`config.mk`:
```
export PLATFORM = sky130hd
export DESIGN_NAME = lpms_sequencer
export DESIGN_NICKNAME = d
export VERILOG_FILES = /design/src/logic/lpms_pkg.sv /design/src/logic/lpms_sync_if.sv /design/src/logic/lpms_sequencer.sv /design/src/logic/lpms_pin_sync.sv
export SDC_FILE = /design/constraint.sdc
export NUM_CORES = 1
export LEC_CHECK = 0
export BUFFER_PORTS_ARGS = -buffer_cell sky130_fd_sc_hd__buf_2
export CAP_MARGIN = 20
export CORE_UTILIZATION = 45
export CTS_BUF_LIST = sky130_fd_sc_hd__clkbuf_4 sky130_fd_sc_hd__clkbuf_8
export DETAILED_ROUTE_END_ITERATION = 12
export PLACE_DENSITY = 0.66
export SYNTH_ARGS = -nofsm -noshare
export SYNTH_HDL_FRONTEND = slang
export SYNTH_SLANG_ARGS = --single-unit
```
`constraint.sdc`:
```
create_clock -name ref_clk -period 4.2 [get_ports ref_clk]
set_clock_uncertainty 0.05 [all_clocks]
set_input_delay 0.21 -clock ref_clk [delete_from_list [all_inputs] [get_ports ref_clk]]
set_output_delay 0.21 -clock ref_clk [all_outputs]
set_load 0.1 [all_outputs]
```
`src/logic/lpms_pkg.sv`:
```
// Purpose: constants and types for the low-power mode sequencer
// Assumes: one clock, ref_clk, stands for both the oscillator input clock and system clock
// Notes:   all counts are in ref_clk cycles
package lpms_pkg;
  typedef enum logic [2:0] {
    ST_RUN      = 3'h0,
    ST_FLUSH    = 3'h1,
    ST_STANDBY  = 3'h2,
    ST_HALT     = 3'h3,
    ST_OSC_ON   = 3'h4,
    ST_PLL_LOCK = 3'h5,
    ST_RESUME   = 3'h6
  } lpms_state_type;

  typedef enum logic [1:0] {
    MODE_IDLE    = 2'h0,
    MODE_STANDBY = 2'h1,
    MODE_HALT    = 2'h2
  } lpms_mode_type;

  localparam int          CNT_W         = 18;
  localparam int          PIN_CNT       = 3;
  localparam int          PIN_NMI       = 0;
  localparam int          PIN_RST       = 1;
  localparam int          PIN_WAKE      = 2;
  localparam int          LPC_MODE_LSB  = 0;
  localparam int          LPC_QUAL_LSB  = 2;
  localparam int          LPC_QEN_BIT   = 8;
  localparam logic [1:0]  LPC_MODE_RST  = 2'h0;
  localparam logic [5:0]  LPC_QUAL_RST  = 6'h00;
  localparam logic        LPC_QEN_RST   = 1'h0;
  localparam logic [17:0] FLUSH_CYC     = 18'h00020;
  localparam logic [17:0] STBY_OSC_CYC  = 18'h0000C;
  localparam logic [17:0] FLASH_WAKE    = 18'h00465;
  localparam logic [17:0] RAM_WAKE      = 18'h00023;
  localparam int          PLL_LOCK_CYC  = 131072;
  localparam logic [6:0]  QUAL_BASE     = 7'h02;
endpackage : lpms_pkg

```
`src/logic/lpms_sync_if.sv`:
```
// Purpose: carries raw wake pins into the synchroniser and clean levels back
// Assumes: pins are active low at the raw side
// Notes:   none
`timescale 1ns/1ps
interface lpms_sync_if;
  logic [2:0] pin_raw;
  logic [2:0] pin_level;
  modport sync (input pin_raw, output pin_level);
  modport user (output pin_raw, input pin_level);
endinterface : lpms_sync_if

```
`src/logic/lpms_sequencer.sv`:
```
// Purpose: standby and halt entry, wake qualification, pll lock and resume timing
// Assumes: system clock equals ref_clk while the pll runs
// Notes:   idle mode needs nothing from this block and is left to the core
`timescale 1ns/1ps
module lpms_sequencer #(
  parameter int PLL_LOCK_CYCLES = lpms_pkg::PLL_LOCK_CYC
) (
  input  wire logic       ref_clk,
  input  wire logic       resetn,
  input  wire logic       idle_exec,
  input  wire logic       lpc_wr,
  input  wire logic [8:0] lpc_wdata,
  input  wire logic       flash_asleep,
  input  wire logic       wake_irq_en,
  input  wire logic       nonmaskable_wake_input_n,
  input  wire logic       reset_pin_input_n,
  input  wire logic       standby_wake_n,
  output logic            system_clock_en,
  output logic            core_clock_en,
  output logic            osc_enable,
  output logic            pll_enable,
  output logic            low_power_active,
  output logic            resume_exec,
  output logic            wake_irq
);
  localparam logic [17:0] PLL_LOAD = 18'(PLL_LOCK_CYCLES - 1);

  lpms_pkg::lpms_state_type state_ff, nxt_state;
  lpms_pkg::lpms_mode_type  mode_ff, nxt_mode;
  logic [5:0]  qual_ff, nxt_qual;
  logic        qen_ff, nxt_qen;
  logic [17:0] cnt_ff, nxt_cnt;
  logic [6:0]  qcnt_ff, nxt_qcnt;
  logic        sys_clk_ff, core_clk_ff, osc_ff, pll_ff, lp_ff, resume_ff, irq_ff;
  logic        nxt_sys_clk, nxt_core_clk, nxt_osc, nxt_pll, nxt_lp, nxt_resume, nxt_irq;
  logic        nmi_act, rst_act, wake_act;

  lpms_sync_if sync_bus ();
  assign sync_bus.pin_raw = {standby_wake_n, reset_pin_input_n, nonmaskable_wake_input_n};

  lpms_pin_sync u_sync (
    .ref_clk (ref_clk),
    .resetn  (resetn),
    .pins    (sync_bus.sync)
  );

  assign nmi_act  = !sync_bus.pin_level[lpms_pkg::PIN_NMI];
  assign rst_act  = !sync_bus.pin_level[lpms_pkg::PIN_RST];
  assign wake_act = !sync_bus.pin_level[lpms_pkg::PIN_WAKE];

  // control register: target mode and standby qualifier
  always_comb
  begin
    nxt_mode = mode_ff;
    nxt_qual = qual_ff;
    nxt_qen  = qen_ff;
    if (lpc_wr)
    begin
      nxt_mode = lpms_pkg::lpms_mode_type'(lpc_wdata[lpms_pkg::LPC_MODE_LSB +: 2]);
      nxt_qual = lpc_wdata[lpms_pkg::LPC_QUAL_LSB +: 6];
      nxt_qen  = lpc_wdata[lpms_pkg::LPC_QEN_BIT];
    end
  end

  always_ff @(posedge ref_clk)
  begin
    if (!resetn)
    begin
      mode_ff <= lpms_pkg::lpms_mode_type'(lpms_pkg::LPC_MODE_RST);
      qual_ff <= lpms_pkg::LPC_QUAL_RST;
      qen_ff  <= lpms_pkg::LPC_QEN_RST;
    end
    else
    begin
      mode_ff <= nxt_mode;
      qual_ff <= nxt_qual;
      qen_ff  <= nxt_qen;
    end
  end

  // sequencer; the mode is sampled at flush end, so a late write still counts
  always_comb
  begin
    nxt_state = state_ff;
    nxt_cnt   = (cnt_ff != 18'h00000) ? cnt_ff - 18'h00001 : cnt_ff;
    nxt_qcnt  = 7'h00;
    unique case (state_ff)
      lpms_pkg::ST_RUN:
      begin
        if (idle_exec && (mode_ff == lpms_pkg::MODE_STANDBY || mode_ff == lpms_pkg::MODE_HALT))
        begin
          nxt_state = lpms_pkg::ST_FLUSH;
          nxt_cnt   = lpms_pkg::FLUSH_CYC - 18'h00001;
        end
      end
      lpms_pkg::ST_FLUSH:
      begin
        if (cnt_ff == 18'h00000)
          nxt_state = (mode_ff == lpms_pkg::MODE_HALT) ? lpms_pkg::ST_HALT
                                                         : lpms_pkg::ST_STANDBY;
      end
      lpms_pkg::ST_STANDBY:
      begin
        if (wake_act)
        begin
          nxt_qcnt = qcnt_ff + 7'h01;
          // qualified: accepted on the (2 + count)th active cycle
          if (!qen_ff || (qcnt_ff + 7'h01 >= lpms_pkg::QUAL_BASE + {1'h0, qual_ff}))
          begin
            nxt_state = lpms_pkg::ST_RESUME;
            nxt_cnt   = (flash_asleep ? lpms_pkg::FLASH_WAKE
                                      : lpms_pkg::STBY_OSC_CYC) - 18'h00001;
            nxt_qcnt  = 7'h00;
          end
        end
      end
      lpms_pkg::ST_HALT:
      begin
        if (nmi_act || rst_act)
          nxt_state = lpms_pkg::ST_OSC_ON;
      end
      lpms_pkg::ST_OSC_ON:
      begin
        if (!nmi_act && !rst_act)
        begin
          nxt_state = lpms_pkg::ST_PLL_LOCK;
          nxt_cnt   = PLL_LOAD;
        end
      end
      lpms_pkg::ST_PLL_LOCK:
      begin
        if (cnt_ff == 18'h00000)
        begin
          nxt_state = lpms_pkg::ST_RESUME;
          nxt_cnt   = (flash_asleep ? lpms_pkg::FLASH_WAKE
                                    : lpms_pkg::RAM_WAKE) - 18'h00001;
        end
      end
      lpms_pkg::ST_RESUME:
      begin
        if (cnt_ff == 18'h00000)
          nxt_state = lpms_pkg::ST_RUN;
      end
      default:
      begin
        nxt_state = lpms_pkg::ST_RUN;
      end
    endcase
    // outputs follow the next state so they line up with state_ff
    nxt_sys_clk  = (nxt_state == lpms_pkg::ST_RUN) || (nxt_state == lpms_pkg::ST_FLUSH)
                || (nxt_state == lpms_pkg::ST_RESUME);
    nxt_core_clk = nxt_sys_clk;
    nxt_osc      = (nxt_state != lpms_pkg::ST_HALT);
    nxt_pll      = (nxt_state != lpms_pkg::ST_HALT) && (nxt_state != lpms_pkg::ST_OSC_ON);
    nxt_lp       = !nxt_sys_clk;
    nxt_resume   = (state_ff == lpms_pkg::ST_RESUME) && (nxt_state == lpms_pkg::ST_RUN);
    nxt_irq      = nxt_resume && wake_irq_en;
  end

  always_ff @(posedge ref_clk)
  begin
    if (!resetn)
    begin
      state_ff    <= lpms_pkg::ST_RUN;
      cnt_ff      <= 18'h00000;
      qcnt_ff     <= 7'h00;
      sys_clk_ff  <= 1'h1;
      core_clk_ff <= 1'h1;
      osc_ff      <= 1'h1;
      pll_ff      <= 1'h1;
      lp_ff       <= 1'h0;
      resume_ff   <= 1'h0;
      irq_ff      <= 1'h0;
    end
    else
    begin
      state_ff    <= nxt_state;
      cnt_ff      <= nxt_cnt;
      qcnt_ff     <= nxt_qcnt;
      sys_clk_ff  <= nxt_sys_clk;
      core_clk_ff <= nxt_core_clk;
      osc_ff      <= nxt_osc;
      pll_ff      <= nxt_pll;
      lp_ff       <= nxt_lp;
      resume_ff   <= nxt_resume;
      irq_ff      <= nxt_irq;
    end
  end

  assign system_clock_en  = sys_clk_ff;
  assign core_clock_en    = core_clk_ff;
  assign osc_enable       = osc_ff;
  assign pll_enable       = pll_ff;
  assign low_power_active = lp_ff;
  assign resume_exec      = resume_ff;
  assign wake_irq         = irq_ff;

  // helpers for checks only
  logic [17:0] stay_ff;
  logic        from_halt_ff;
  logic        flash_ff;
  always_ff @(posedge ref_clk)
  begin
    if (!resetn)
    begin
      stay_ff      <= 18'h00000;
      from_halt_ff <= 1'h0;
      flash_ff     <= 1'h0;
    end
    else
    begin
      stay_ff      <= (nxt_state != state_ff) ? 18'h00000 : stay_ff + 18'h00001;
      from_halt_ff <= (nxt_state == lpms_pkg::ST_RESUME && state_ff != lpms_pkg::ST_RESUME)
                      ? (state_ff == lpms_pkg::ST_PLL_LOCK) : from_halt_ff;
      flash_ff     <= (nxt_state == lpms_pkg::ST_RESUME && state_ff != lpms_pkg::ST_RESUME)
                      ? flash_asleep : flash_ff;
    end
  end
endmodule : lpms_sequencer

```
`src/logic/lpms_pin_sync.sv`:
```
// Purpose: three-stage synchroniser with agreement filter for each wake pin
// Assumes: level resets high, the inactive level of active-low pins
// Notes:   a change shows 4 edges after it reaches the pin, the filter flop adds one
`timescale 1ns/1ps
module lpms_pin_sync (
  input wire logic   ref_clk,
  input wire logic   resetn,
  lpms_sync_if.sync  pins
);
  logic [2:0] s1_ff;
  logic [2:0] s2_ff;
  logic [2:0] s3_ff;
  logic [2:0] level_ff;
  logic [2:0] nxt_level;

  genvar gi;
  generate
    for (gi = 0; gi < lpms_pkg::PIN_CNT; gi++)
    begin : g_pin
      // only the second stage looks at the first, to keep metastability contained
      always_comb
      begin
        nxt_level[gi] = (s2_ff[gi] == s3_ff[gi]) ? s3_ff[gi] : level_ff[gi];
      end
      always_ff @(posedge ref_clk)
      begin
        if (!resetn)
        begin
          s1_ff[gi]    <= 1'h1;
          s2_ff[gi]    <= 1'h1;
          s3_ff[gi]    <= 1'h1;
          level_ff[gi] <= 1'h1;
        end
        else
        begin
          s1_ff[gi]    <= pins.pin_raw[gi];
          s2_ff[gi]    <= s1_ff[gi];
          s3_ff[gi]    <= s2_ff[gi];
          level_ff[gi] <= nxt_level[gi];
        end
      end
    end
  endgenerate

  assign pins.pin_level = level_ff;
endmodule : lpms_pin_sync

```
* Word-level counts from Yosys, hierarchy flattened
Index checks and enable logic that the tools add are counted.
Word-level totals: word-level logic and storage cells 85, output and inout bits 7, register bits after elaboration 55
Cells by class: eq/ne operators 15, reductions and logical operators 19, bitwise logic cells 2, add/sub/neg operators 5, order comparisons 1, multiplexer cells 19
Operator list (number):
- $mux 18 | 6
- $pmux 18 s4 | 1
- $mux 3 | 8
- $sub 11x1->12 const B | 2
- $mux 11 | 2
- $pmux 3 s7 | 1
- $logic_not 18->1 | 1
- $reduce_bool 18->1 | 1
- $sub 18x1->18 const B | 1
- $eq 3x3->1 const B | 4
- $add 2x6->7 const A | 1
- $add 7x1->7 const B | 1
- $ge 7x7->1 | 1
- $eq 3x1->1 const B | 2
- $eq 3x2->1 const B | 2
- $logic_not 3->1 | 2
- $logic_and 1x1->1 | 5
- $logic_or 1x1->1 | 5
- $logic_not 1->1 | 4
- $reduce_or 4->1 | 1
- $eq 1x1->1 | 3
- $ne 3x2->1 const B | 1
- $ne 3x3->1 const B | 1
- $eq 2x1->1 const B | 1
- 3 further kinds | 4

* Depth between registers and ports, before layout
Gate-level depths: netlist (run 1).
word-level depth 10, mapped depth 12

* By module
A second synthesis (run 1) with hierarchy kept.
Unflattened totals: cell total of the unflattened synthesis 331, area, all modules 2887.8 sq um
Modules (own cells, without submodules):
- lpms_sequencer | cells each 300, seq. area each 860.8 sq um, area each 2524.9 sq um, instances 1
- lpms_pin_sync | cells each 31, seq. area each 240.2 sq um, area each 362.8 sq um, instances 1

* Least setup slack after synthesis (run 1)
No wires, ideal clock.
path type reg-to-reg, start register qcnt_ff[0], end register irq_ff, in the netlist wake_irq, slack 1.321 ns, required time 4.088 ns, path buffers 0, arrival time 2.768 ns, library setup time 0.062 ns, period minus slack after synthesis 2.879 ns, cell stages (with the launch flop) 12, cells stage by stage dfxtp_1 > ha_1 > nand3_1 > nor2_1 > xor2_1 > ha_1 > and3_1 > a221o_1 > a31oi_1 > nor2_1 > nor3_1 > and4_1
On the way: longest elaborated chain between the ends 9
RTL lines:
- from (decl) | RTL line lpms_sequencer.sv:33 | logic [6:0] qcnt_ff, nxt_qcnt;
- from (signal assigned) | RTL line lpms_sequencer.sv:179 | qcnt_ff <= nxt_qcnt;
- $add 7x1->7 | RTL line lpms_sequencer.sv:108 | if (!qen_ff || (qcnt_ff + 7'h01 >= lpms_pkg::QUAL_BASE + {1'h0, qual_ff}))
- $ge 7x7->1 | RTL line lpms_sequencer.sv:108
- $logic_or 1x1->1 | RTL line lpms_sequencer.sv:108
- $mux 3 | RTL line lpms_sequencer.sv:108
- $mux 3 | RTL line lpms_sequencer.sv:104 | if (wake_act)
- $pmux 3 s7 | RTL line lpms_sequencer.sv:87 | unique case (state_ff)
- $logic_not 3->1 | RTL line lpms_sequencer.sv:156 | nxt_resume = (state_ff == lpms_pkg::ST_RESUME) && (nxt_state == lpms_pkg::ST_RUN);
- $logic_and 1x1->1 | RTL line lpms_sequencer.sv:156
- $logic_and 1x1->1 | RTL line lpms_sequencer.sv:157 | nxt_irq = nxt_resume && wake_irq_en;
- to (signal assigned) | RTL line lpms_sequencer.sv:186 | irq_ff <= nxt_irq;
- to (decl) | RTL line lpms_sequencer.sv:34 | logic sys_clk_ff, core_clk_ff, osc_ff, pll_ff, lp_ff, resume_ff, irq_ff;
No other way between the ends. A chain may end at the register's enable or synchronous reset.

* Worst setup path after layout (run 1)
Same ends and word-level chain as after synthesis.

==> results of run 1 <==
[layout make-up]
cell class / count / area, um2
repair buffers: 25 / 128
multi-input cells: 231 / 1510
fillers: 553 / 2720
clock buffers: 5 / 68.8
inverters: 10 / 40.0
flip-flops and latches: 55 / 1100
well taps: 72 / 90.1
clock inverters: 2 / 16.3
[critical path: cells and delay by family, from the launching register on]
family	cells	cell delay (ns)
fa+ha+maj	2	0.47
flops	1	0.39
simple gates	6	1.43
compound gates	2	0.69
xor+xnor	1	0.19
[cells in the final DEF (no fill, tap or decap), types with 5 or more instances in the layout]
master    synthesis  routed
xnor2_1           7       7
clkbuf_8          0       5
a21oi_1          22      22
nor2_1           32      32
dfxtp_1          55      55
nand2_1          21      21
a31oi_1           5       5
o21ai_0           9       9
ha_1             12      12
xor2_1           13      13
o21ai_1          10      10
buf_2             2      24
nor4_1            6       6
mux2i_1          11      11
nand3_1           7       7
nor2b_1           8       8
inv_1             8       8
nor3_1            7       7
nand2b_1         16      16
[state kept, by name, summed over array words and instances, names as in the netlist, 2 cells and up]
name and count:
cnt_ff 18, mode_ff 2, qcnt_ff 7, qual_ff 6
state_ff 3, u_sync.pins.pin_level 3, u_sync.s1_ff 3, u_sync.s2_ff 3
u_sync.s3_ff 3
[power by group through the flow]
stage	logic, mW	registers (mW)	clock network [mW]
finish	1.00	0.705	0.290
CTS	0.996	0.704	0.301
global placement	0.984	0.716	0
global route	1.11	0.719	0.322
floorplan	0.775	0.767	0
detailed placement	0.989	0.714	0
[cells by family (layout without fill, tap and decap cells)]
logic type | Yosys count | count (layout) | share of synthesized area (%)
fa+ha+maj | 12 | 12 | 5.52
flops | 55 | 55 | 40.5
buf+inv | 23 | 42 | 3.78
mux | 11 | 11 | 4.05
xor+xnor | 20 | 20 | 6.45
compound gates | 69 | 69 | 16.1
simple gates | 119 | 119 | 23.6
[through the flow]
step	cells	area [um2]	setup WS, ns	hold slack (ns)
after floorplan	309	2720	1.32	0.261
after global placement	393	2870	1.02	0.338
after detailed placement	393	2870	0.965	0.343
after CTS	400	2960	0.934	0.0148
after global routing	400	2960	0.511	0.00300
final	400	2960	0.926	0.0198
[layer usage]
metal / part of all wire (%) / routed length [um]
met5: 0 / 0
met3: 4.3 / 236
met1: 52 / 2870
met2: 42 / 2290
met4: 1.6 / 86
[final timing paths]
path	startpoint	endpoint
setup / recovery	qcnt_ff[0]$_SDFF_PP0_	wake_irq$_SDFF_PN0_
hold / removal	standby_wake_n	u_sync.s1_ff[2]$_SDFF_PN1_
hold reg to reg	u_sync.s1_ff[1]$_SDFF_PN1_	u_sync.s2_ff[1]$_SDFF_PN1_
setup reg to reg	qcnt_ff[0]$_SDFF_PP0_	wake_irq$_SDFF_PN0_
==> results.sh, run 1 <==
export IMPL_hold_depth=2
export IMPL_synth_most_common_cell="dfxtp_1"
export IMPL_wl_um=5480
export IMPL_synth_area_um2=2720
export IMPL_power_total_mw=2.00
export IMPL_synth_top_cells_by_count="dfxtp_1, nor2_1, a21oi_1"
export IMPL_first_global_vias=1960
export IMPL_crit_type="register to register"
export IMPL_ant_nets=0
export IMPL_first_pass_iters=4
export IMPL_worst_r2r_cell_count=11
export IMPL_grt_util_met1_pct=29.0
export IMPL_cts_root_buf="clkbuf_8"
export IMPL_syn_inst=309
export IMPL_ir_worst_vdd_mv=0.751
export IMPL_tns_ns=0
export IMPL_synth_edff_count=0
export IMPL_synth_flop_cell="dfxtp_1"
export IMPL_use_met2_pct=26.8
export IMPL_fp_dieW_um=79.7
export IMPL_netlist_top_cells_area="dfxtp_1, ha_1, nor2_1, xor2_1, a21oi_1"
export IMPL_drive_gt1_share_pct=12.5
export IMPL_cts_sinks=55
export IMPL_period_needed_ns=3.27
export IMPL_hold_buffers=0
export IMPL_core_rowCount=27
export IMPL_fp_dieH_um=79.7
export IMPL_synth_nets=339
export IMPL_drv_slew=0
export IMPL_clkPwrFrac_pct=14.5
export IMPL_dr_first_iter_drc_count=160
export IMPL_p_sw_share_pct=45.4
export IMPL_clk_path_buf_depth=2
export IMPL_cts_max_level=2
export IMPL_synth_top_area_cell="dfxtp_1"
export IMPL_clk_pin_slew_ns=0.10
export IMPL_grtUsageTotal_pct=19.2
export IMPL_synth_seq_cells=55
export IMPL_hpwlAfterDp_um=3950
export IMPL_path_cells="ha_1 > nand3_1 > nor2_1 > xor2_1 > ha_1 > and3_1 > a221o_1 > a31oi_1 > nor2_1 > nor3_1 > and4_1"
export IMPL_pwr_share_seq_pct=35.3
export IMPL_vias=2189
export IMPL_async_reset_ff_share_pct=0
export IMPL_setup_viol=0
export IMPL_crit_slowest_cell="nor3_1"
export IMPL_p_leak_nw=1.20
export IMPL_syn_area_per_cell_um2=8.79
export IMPL_drc_errors=0
export IMPL_gp_congestion=0.925
export IMPL_crit_path_start_kind="register"
export IMPL_start_util_pct=47.9
export IMPL_r2r_slack_ns=0.93
export IMPL_io_pins=25
export IMPL_grt_max_degree=24
export IMPL_cts_resized=0
export IMPL_cts_buffers=5
export IMPL_internal_power_mw=1.09
export IMPL_synth_cell_types=51
export IMPL_crit_path_max_fanout=6
export IMPL_yosysWarningCount=0
export IMPL_numPortBuffers=24
export IMPL_die_area_um2=6350
export IMPL_tritoncts="yes"
export IMPL_slew_headroom_pct=50.8
export IMPL_end_kind="register"
export IMPL_outcome="finished, final reports clean"
export IMPL_crit_path_max_incr_delay_ns=0.54
export IMPL_grt_busiest_layer="met1"
export IMPL_post_cts_buffers=0
export IMPL_switchingPower_uw=907
export IMPL_synth_seq_area_share_pct=40.5
export IMPL_worst_pin_slew_ns=0.731
export IMPL_met3_usage_pct=3.54
export IMPL_nNetsFinal=358
export IMPL_overflow=0
export IMPL_hold_violations=0
export IMPL_clk_insertion_delay_late_ns=0.31
export IMPL_crit_arrival_ns=3.49
export IMPL_syn_to_final_growth_pct=8.84
export IMPL_final_util_pct=52.1
export IMPL_synth_top_cell_area_share_pct=40.5
export IMPL_post_route_period_util_pct=78.0
export IMPL_wl_per_cell_um=13.7
export IMPL_rsz0062_at_grt="false"
export IMPL_fmax_mhz=305
export IMPL_critPathRequiredTime_ns=4.41
export IMPL_viasPerCell=5.47
export IMPL_grt_pass1_wl_um=9400
export IMPL_hold_path_class="input pin to register"
export IMPL_p_per_area_nw_per_um2=675
export IMPL_power_frac_comb_pct=50.2
export IMPL_antenna_found_initial=0
export IMPL_antenna_cells=0
export IMPL_maxCapViolCount=0
export IMPL_core_um2=5680
No activity file was read; power rests on OpenSTA's default activity.
==> run 2, diff against run 1 <==
--- a/config.mk
+++ b/config.mk
@@ -10,7 +10,7 @@
 export CORE_UTILIZATION = 45
 export CTS_BUF_LIST = sky130_fd_sc_hd__clkbuf_4 sky130_fd_sc_hd__clkbuf_8
 export DETAILED_ROUTE_END_ITERATION = 12
-export PLACE_DENSITY = 0.66
+export PLACE_DENSITY = 0.69
 export SYNTH_ARGS = -nofsm -noshare
 export SYNTH_HDL_FRONTEND = slang
 export SYNTH_SLANG_ARGS = --single-unit
==> constraint.sdc (replaced) <==
create_clock -name ref_clk -period 2.78 [get_ports ref_clk]
set_clock_uncertainty 0.05 [all_clocks]
set_input_delay 0.139 -clock ref_clk [delete_from_list [all_inputs] [get_ports ref_clk]]
set_output_delay 0.139 -clock ref_clk [all_outputs]
set_load 0.1 [all_outputs]
==> results.sh, run 2 (synthesis gave the netlist of run 1 again) <==
export IMPL_grt_pass1_wl_um=9920
export IMPL_fp_dieH_um=79.7
export IMPL_post_route_period_util_pct=98.6
export IMPL_clk_pin_slew_ns=0.10
export IMPL_final_util_pct=59.9
export IMPL_end_kind="register"
export IMPL_vias=2364
export IMPL_slew_headroom_pct=61.7
export IMPL_antenna_found_initial=0
export IMPL_largest_reg_flops=18
export IMPL_worst_pin_slew_ns=0.573
export IMPL_numPortBuffers=24
export IMPL_crit_arrival_ns=2.88
export IMPL_core_rowCount=27
export IMPL_tns_ns=0
export IMPL_layout_commonest_cell="dfxtp_1"
export IMPL_hold_path_class="input pin to register"
export IMPL_drive_gt1_share_pct=28.2
export IMPL_antenna_cells=0
export IMPL_syn_to_final_growth_pct=25.1
export IMPL_period_needed_ns=2.74
export IMPL_crit_path_start_kind="register"
export IMPL_first_pass_iters=5
export IMPL_cts_sinks=55
export IMPL_cts_buffers=5
export IMPL_final_cell_mix="dfxtp_1, nor2_1, buf_2"
export IMPL_overflow=0
export IMPL_p_leak_nw=1.37
export IMPL_crit_path_max_fanout=4
export IMPL_io_pins=25
export IMPL_tritoncts="yes"
export IMPL_clk_path_buf_depth=2
export IMPL_drc_errors=0
export IMPL_fmax_mhz=365
export IMPL_die_area_um2=6350
export IMPL_maxCapViolCount=0
export IMPL_hold_depth=3
export IMPL_ant_nets=0
export IMPL_gp_congestion=0.867
export IMPL_grt_max_degree=24
export IMPL_viasPerCell=5.55
export IMPL_hold_violations=0
export IMPL_grt_busiest_layer="met2"
export IMPL_drv_slew=0
export IMPL_p_per_area_nw_per_um2=999
export IMPL_cts_max_level=2
export IMPL_core_um2=5680
export IMPL_dr_first_iter_drc_count=174
export IMPL_cts_root_buf="clkbuf_8"
export IMPL_use_met2_pct=31.0
export IMPL_first_global_vias=2100
export IMPL_ir_worst_vdd_mv=0.802
export IMPL_largest_register="cnt_ff"
export IMPL_crit_type="register to register"
export IMPL_grt_util_met1_pct=28.3
export IMPL_grtUsageTotal_pct=20.2
export IMPL_power_total_mw=3.40
export IMPL_nNetsFinal=383
export IMPL_start_util_pct=47.9
export IMPL_fp_dieW_um=79.7
export IMPL_worst_r2r_cell_count=13
export IMPL_wl_per_cell_um=14.5
export IMPL_clk_insertion_delay_late_ns=0.31
export IMPL_rsz0062_at_grt="true"
export IMPL_wl_um=6190
export IMPL_hpwlAfterDp_um=4210
export IMPL_setup_viol=0
export IMPL_met3_usage_pct=3.54
export IMPL_outcome="finished, final reports clean"
export IMPL_largest_registers="cnt_ff: 18 flops, qcnt_ff: 7 flops, qual_ff: 6 flops"
export IMPL_critPathRequiredTime_ns=2.92
run 2: cell count changes in the layout (fill, tap and decap cells not counted), moves of 4 or more:
| cell | change |
|---|---|
| a21oi_2 | +5 |
| ha_1 | -4 |
| dfxtp_2 | +6 |
| dfxtp_1 | -8 |
| o21ai_1 | -4 |
| buf_4 | +20 |
| a21oi_1 | -5 |
run 2: power by group:
part	switching [mW]	total, mW	leakage (nW)	internal, mW
clock	0.277	0.550	0.0587	0.274
sequential	0.148	1.07	0.453	0.925
combinational	1.07	1.78	0.855	0.704
total	1.50	3.40	1.37	1.90
run 2: cell type report:
type                            instances  area, um2
Timing Repair Buffer                   49        319
Inverter                               10       40.0
Clock inverter                          3       47.5
Multi-Input combinational cell        232       1720
Tap cell                               72       90.1
Fill cell                             474       2270
Sequential cell                        55       1120
Clock buffer                            5       68.8
run 2: worst max-delay path, cell delays in order, from the launching register on:
cell and delay (ns):
dfxtp_4 0.37, ha_4 0.17, buf_4 0.13, buf_4 0.12
xor2_1 0.15, ha_1 0.30, nand2_1 0.07, o21ai_2 0.16
a31oi_4 0.14, buf_6 0.15, o21ai_4 0.20, buf_4 0.15
nor2_1 0.04, o41a_1 0.42
run 2: through the flow:
step / hold slack [ns] / worst slack, ns / instance area, um2 / std cells
global route: 0.00730 / -0.0496 / 3400 / 426
CTS: 0.00323 / 0.0208 / 3210 / 423
global placement: 0.274 / 0.0559 / 3030 / 411
detailed placement: 0.278 / -0.0694 / 3030 / 411
floorplan: 0.190 / 0.00592 / 2740 / 309
finish: 0.00987 / 0.0395 / 3400 / 426
run 2: path summary, 6_finish.rpt:
path	slack, ns	start	to
worst max-delay path	0.04	qcnt_ff[0]$_SDFF_PP0_	cnt_ff[1]$_SDFF_PN0_
worst min-delay path	0.01	lpc_wdata[0]	mode_ff[0]$_SDFFE_PN0P_
worst max register to register	0.04	qcnt_ff[0]$_SDFF_PP0_	cnt_ff[1]$_SDFF_PN0_
worst min register to register	0.37	u_sync.s1_ff[1]$_SDFF_PN1_	u_sync.s2_ff[1]$_SDFF_PN1_
run 2: what timing repair did:
action	4_1_cts	5_1_grt
endpoints found under the setup margin	17	27
cloned	1	0
pin swaps	4	20
endpoints found under the hold margin	3	0
resized for setup	4	40
buffers inserted	0	3
hold buffers	3	0
run 2: per-layer routing:
metal | vias up | part of all wire (%)
li1 | 1180 | -
met1 | 1095 | 49
met2 | 75 | 44
met3 | 14 | 4.7
met4 | 0 | 2.2
met5 | - | 0
==> run 3, diff against run 2 <==
--- a/config.mk
+++ b/config.mk
@@ -5,12 +5,14 @@
 export SDC_FILE = /design/constraint.sdc
 export NUM_CORES = 1
 export LEC_CHECK = 0
+export ABC_AREA = 1
 export BUFFER_PORTS_ARGS = -buffer_cell sky130_fd_sc_hd__buf_2
 export CAP_MARGIN = 20
 export CORE_UTILIZATION = 45
 export CTS_BUF_LIST = sky130_fd_sc_hd__clkbuf_4 sky130_fd_sc_hd__clkbuf_8
 export DETAILED_ROUTE_END_ITERATION = 12
-export PLACE_DENSITY = 0.69
+export PLACE_DENSITY = 0.68
 export SYNTH_ARGS = -nofsm -noshare
 export SYNTH_HDL_FRONTEND = slang
+export SYNTH_HIERARCHICAL = 1
 export SYNTH_SLANG_ARGS = --single-unit
==> results.sh, run 3 <==
export IMPL_end_kind="register"
export IMPL_yosysWarningCount=6
export IMPL_syn_to_final_growth_pct=12.5
export IMPL_cp_depth=18
export IMPL_fp_dieW_um=83.5
export IMPL_ant_nets=0
export IMPL_crit_path_max_incr_delay_ns=0.34
export IMPL_grtUsageTotal_pct=18.2
export IMPL_die_area_um2=6980
export IMPL_hold_violations=1
export IMPL_outcome="finished, violations left"
export IMPL_clk_pin_slew_ns=0.10
export IMPL_crit_reg2reg_launch="qcnt_ff[0]$_SDFF_PP0_"
export IMPL_synth_area_um2=2990
export IMPL_ir_worst_vdd_mv=0.562
export IMPL_layout_commonest_cell="nand2_1"
export IMPL_final_cell_mix="nand2_1, nor2_1, inv_1"
export IMPL_crit_slowest_cell="dfxtp_2"
export IMPL_final_util_pct=52.7
export IMPL_crit_type="register to register"
export IMPL_hpwlAfterDp_um=4590
export IMPL_violations="hold timing"
export IMPL_fp_dieH_um=83.5
export IMPL_maxCapViolCount=0
export IMPL_grt_pass1_wl_um=10400
export IMPL_hold_path_class="input pin to register"
export IMPL_hold_depth=3
export IMPL_critPathTopFamily="simple AND/OR/NAND/NOR gates"
export IMPL_synth_edff_count=0
export IMPL_tritoncts="yes"
export IMPL_core_rowCount=29
export IMPL_viasPerCell=4.98
export IMPL_rsz0062_at_grt="false"
export IMPL_synth_top_area_cell="dfxtp_1"
export IMPL_syn_inst=424
export IMPL_slew_headroom_pct=66.7
export IMPL_wl_per_cell_um=11.5
export IMPL_largest_reg_flops=18
export IMPL_first_global_vias=2406
export IMPL_worst_r2r_cell_count=18
export IMPL_fmax_mhz=396
export IMPL_crit_arrival_ns=2.68
export IMPL_io_pins=25
export IMPL_hold_path_startpoint="lpc_wdata[6]"
export IMPL_antenna_cells=0
export IMPL_crit_buf_inv=3
export IMPL_cts_max_level=2
export IMPL_netlist_top_cells_area="dfxtp_1, nand2_1, nor2_1, inv_1, ha_1"
export IMPL_cts_root_buf="clkbuf_8"
export IMPL_p_per_area_nw_per_um2=937
export IMPL_holdWs_ns=-0.000222
export IMPL_cts_buffers=5
export IMPL_vias=2664
export IMPL_cts_sinks=55
export IMPL_core_um2=6390
export IMPL_gp_congestion=0.920
export IMPL_async_reset_ff_share_pct=0
export IMPL_overflow=0
export IMPL_syn_area_per_cell_um2=7.06
export IMPL_post_cts_buffers=0
export IMPL_synth_seq_area_share_pct=36.8
export IMPL_drc_errors=0
export IMPL_post_route_period_util_pct=90.9
export IMPL_drv_slew=0
export IMPL_period_needed_ns=2.53
export IMPL_clk_insertion_delay_late_ns=0.31
export IMPL_setup_viol=0
export IMPL_synth_top_cells_by_count="nand2_1, nor2_1, inv_1"
export IMPL_largest_registers="cnt_ff: 18 flops, qcnt_ff: 7 flops, qual_ff: 6 flops"
export IMPL_clk_path_buf_depth=2
export IMPL_fin_ws_ns=0.253
export IMPL_first_pass_iters=4
export IMPL_synth_flop_cell="dfxtp_1"
export IMPL_crit_path_max_fanout=3
export IMPL_drive_gt1_share_pct=17.5
export IMPL_crit_top_cell="nand2_1"
export IMPL_place_ws_ns=0.110
export IMPL_synth_most_common_cell="nand2_1"
export IMPL_antenna_found_initial=0
export IMPL_start_util_pct=46.8
export IMPL_worst_pin_slew_ns=0.495
export IMPL_grt_max_degree=30
export IMPL_crit_start="qcnt_ff[0]$_SDFF_PP0_"
export IMPL_synth_top_cell_area_share_pct=36.8
export IMPL_crit_path_start_kind="register"
export IMPL_numPortBuffers=24
export IMPL_tns_ns=0
export IMPL_synth_nets=454
export IMPL_path_cells="ha_2 > nand2_1 > inv_2 > nand2_2 > nor2_2 > xnor2_1 > inv_1 > ha_1 > nand2_1 > nor2_1 > o21ai_0 > nand2_2 > nand2_2 > nand2_1 > buf_4 > nand2_1 > a21oi_1 > nor2_1"
export IMPL_largest_register="cnt_ff"
export IMPL_nNetsFinal=487
export IMPL_synth_seq_cells=55
export IMPL_p_leak_nw=1.76
export IMPL_power_total_mw=3.16
export IMPL_dr_first_iter_drc_count=114
export IMPL_wl_um=6150
export IMPL_critPathRequiredTime_ns=2.93
export IMPL_synth_cell_types=39
==> run 3: changes by cell type after synthesis, moves of 11 or more <==
cell / before / now
a21oi_1: 22 / 10
inv_1: 8 / 65
mux2i_1: 11 / 0
nand2_1: 21 / 87
nand2b_1: 16 / 0
nand3_1: 7 / 21
nor2_1: 32 / 70
o21ai_0: 9 / 22
==> run 3: worst min-delay path: stages <==
cell and delay (ns):
buf_2 0.08, nor2_1 0.03, nor2_1 0.08
==> run 3: kinds of logic (layout without fill, tap and decap cells) <==
group | count (synthesis) | in the layout | share of synthesized area, %
adders and majority gates | 12 | 12 | 5.02
xor gates and xnor gates | 16 | 16 | 4.68
DFF | 55 | 55 | 36.8
buffers and inverters | 75 | 109 | 10.2
and+or+nand+nor | 224 | 224 | 35.2
AOI/OAI and AO/OA | 42 | 42 | 8.07
==> run 3: per-layer routing <==
| layer | track usage [%] | routed length [um] |
|---|---|---|
| met5 | 0 | 0 |
| met1 | 22.5 | 2840 |
| met2 | 31.9 | 2910 |
| met4 | 6.47 | 78 |
| met3 | 2.97 | 320 |
==> run 3: final cells by class <==
| class | instances | area, um2 |
|---|---|---|
| clock inverters | 2 | 12.5 |
| multi-input cells | 294 | 1620 |
| clock buffers | 6 | 76.3 |
| well taps | 77 | 96.3 |
| repair buffers | 32 | 193 |
| fillers | 655 | 3020 |
| inverters | 69 | 264 |
| flip-flops and latches | 55 | 1100 |
==> run 3: metrics by stage <==
step / hold WS, ns / area [um2] / std cells
after floorplan: 0.174 / 2990 / 424
after global placement: 0.258 / 3190 / 522
after detailed placement: 0.267 / 3190 / 522
after CTS: 0.000907 / 3320 / 535
after global routing: 0.0147 / 3370 / 535
final: -0.000222 / 3370 / 535
==> run 3: what timing repair did <==
| action | 4_1_cts | 5_1_grt |
|---|---|---|
| endpoints found under the hold margin | 5 | 0 |
| hold buffers | 5 | 0 |
| resized for setup | 0 | 15 |
| setup endpoints to repair | 0 | 22 |
==> run 3: path summary, 6_finish.rpt <==
| check | endpoint | slack [ns] |
|---|---|---|
| worst max-delay path | cnt_ff[0]$_SDFF_PN0_ | 0.25 |
| worst min-delay path | qual_ff[4]$_SDFFE_PN0P_ | -0.0002 |
| worst max register to register | cnt_ff[0]$_SDFF_PN0_ | 0.25 |
| worst min register to register | u_sync/s2_ff[2]$_SDFF_PN1_ | 0.36 |
==> run 3: where the power goes <==
part / switching, mW / internal [mW] / total [mW]
logic: 1.03 / 0.605 / 1.64
clock network: 0.263 / 0.187 / 0.449
registers: 0.142 / 0.928 / 1.07
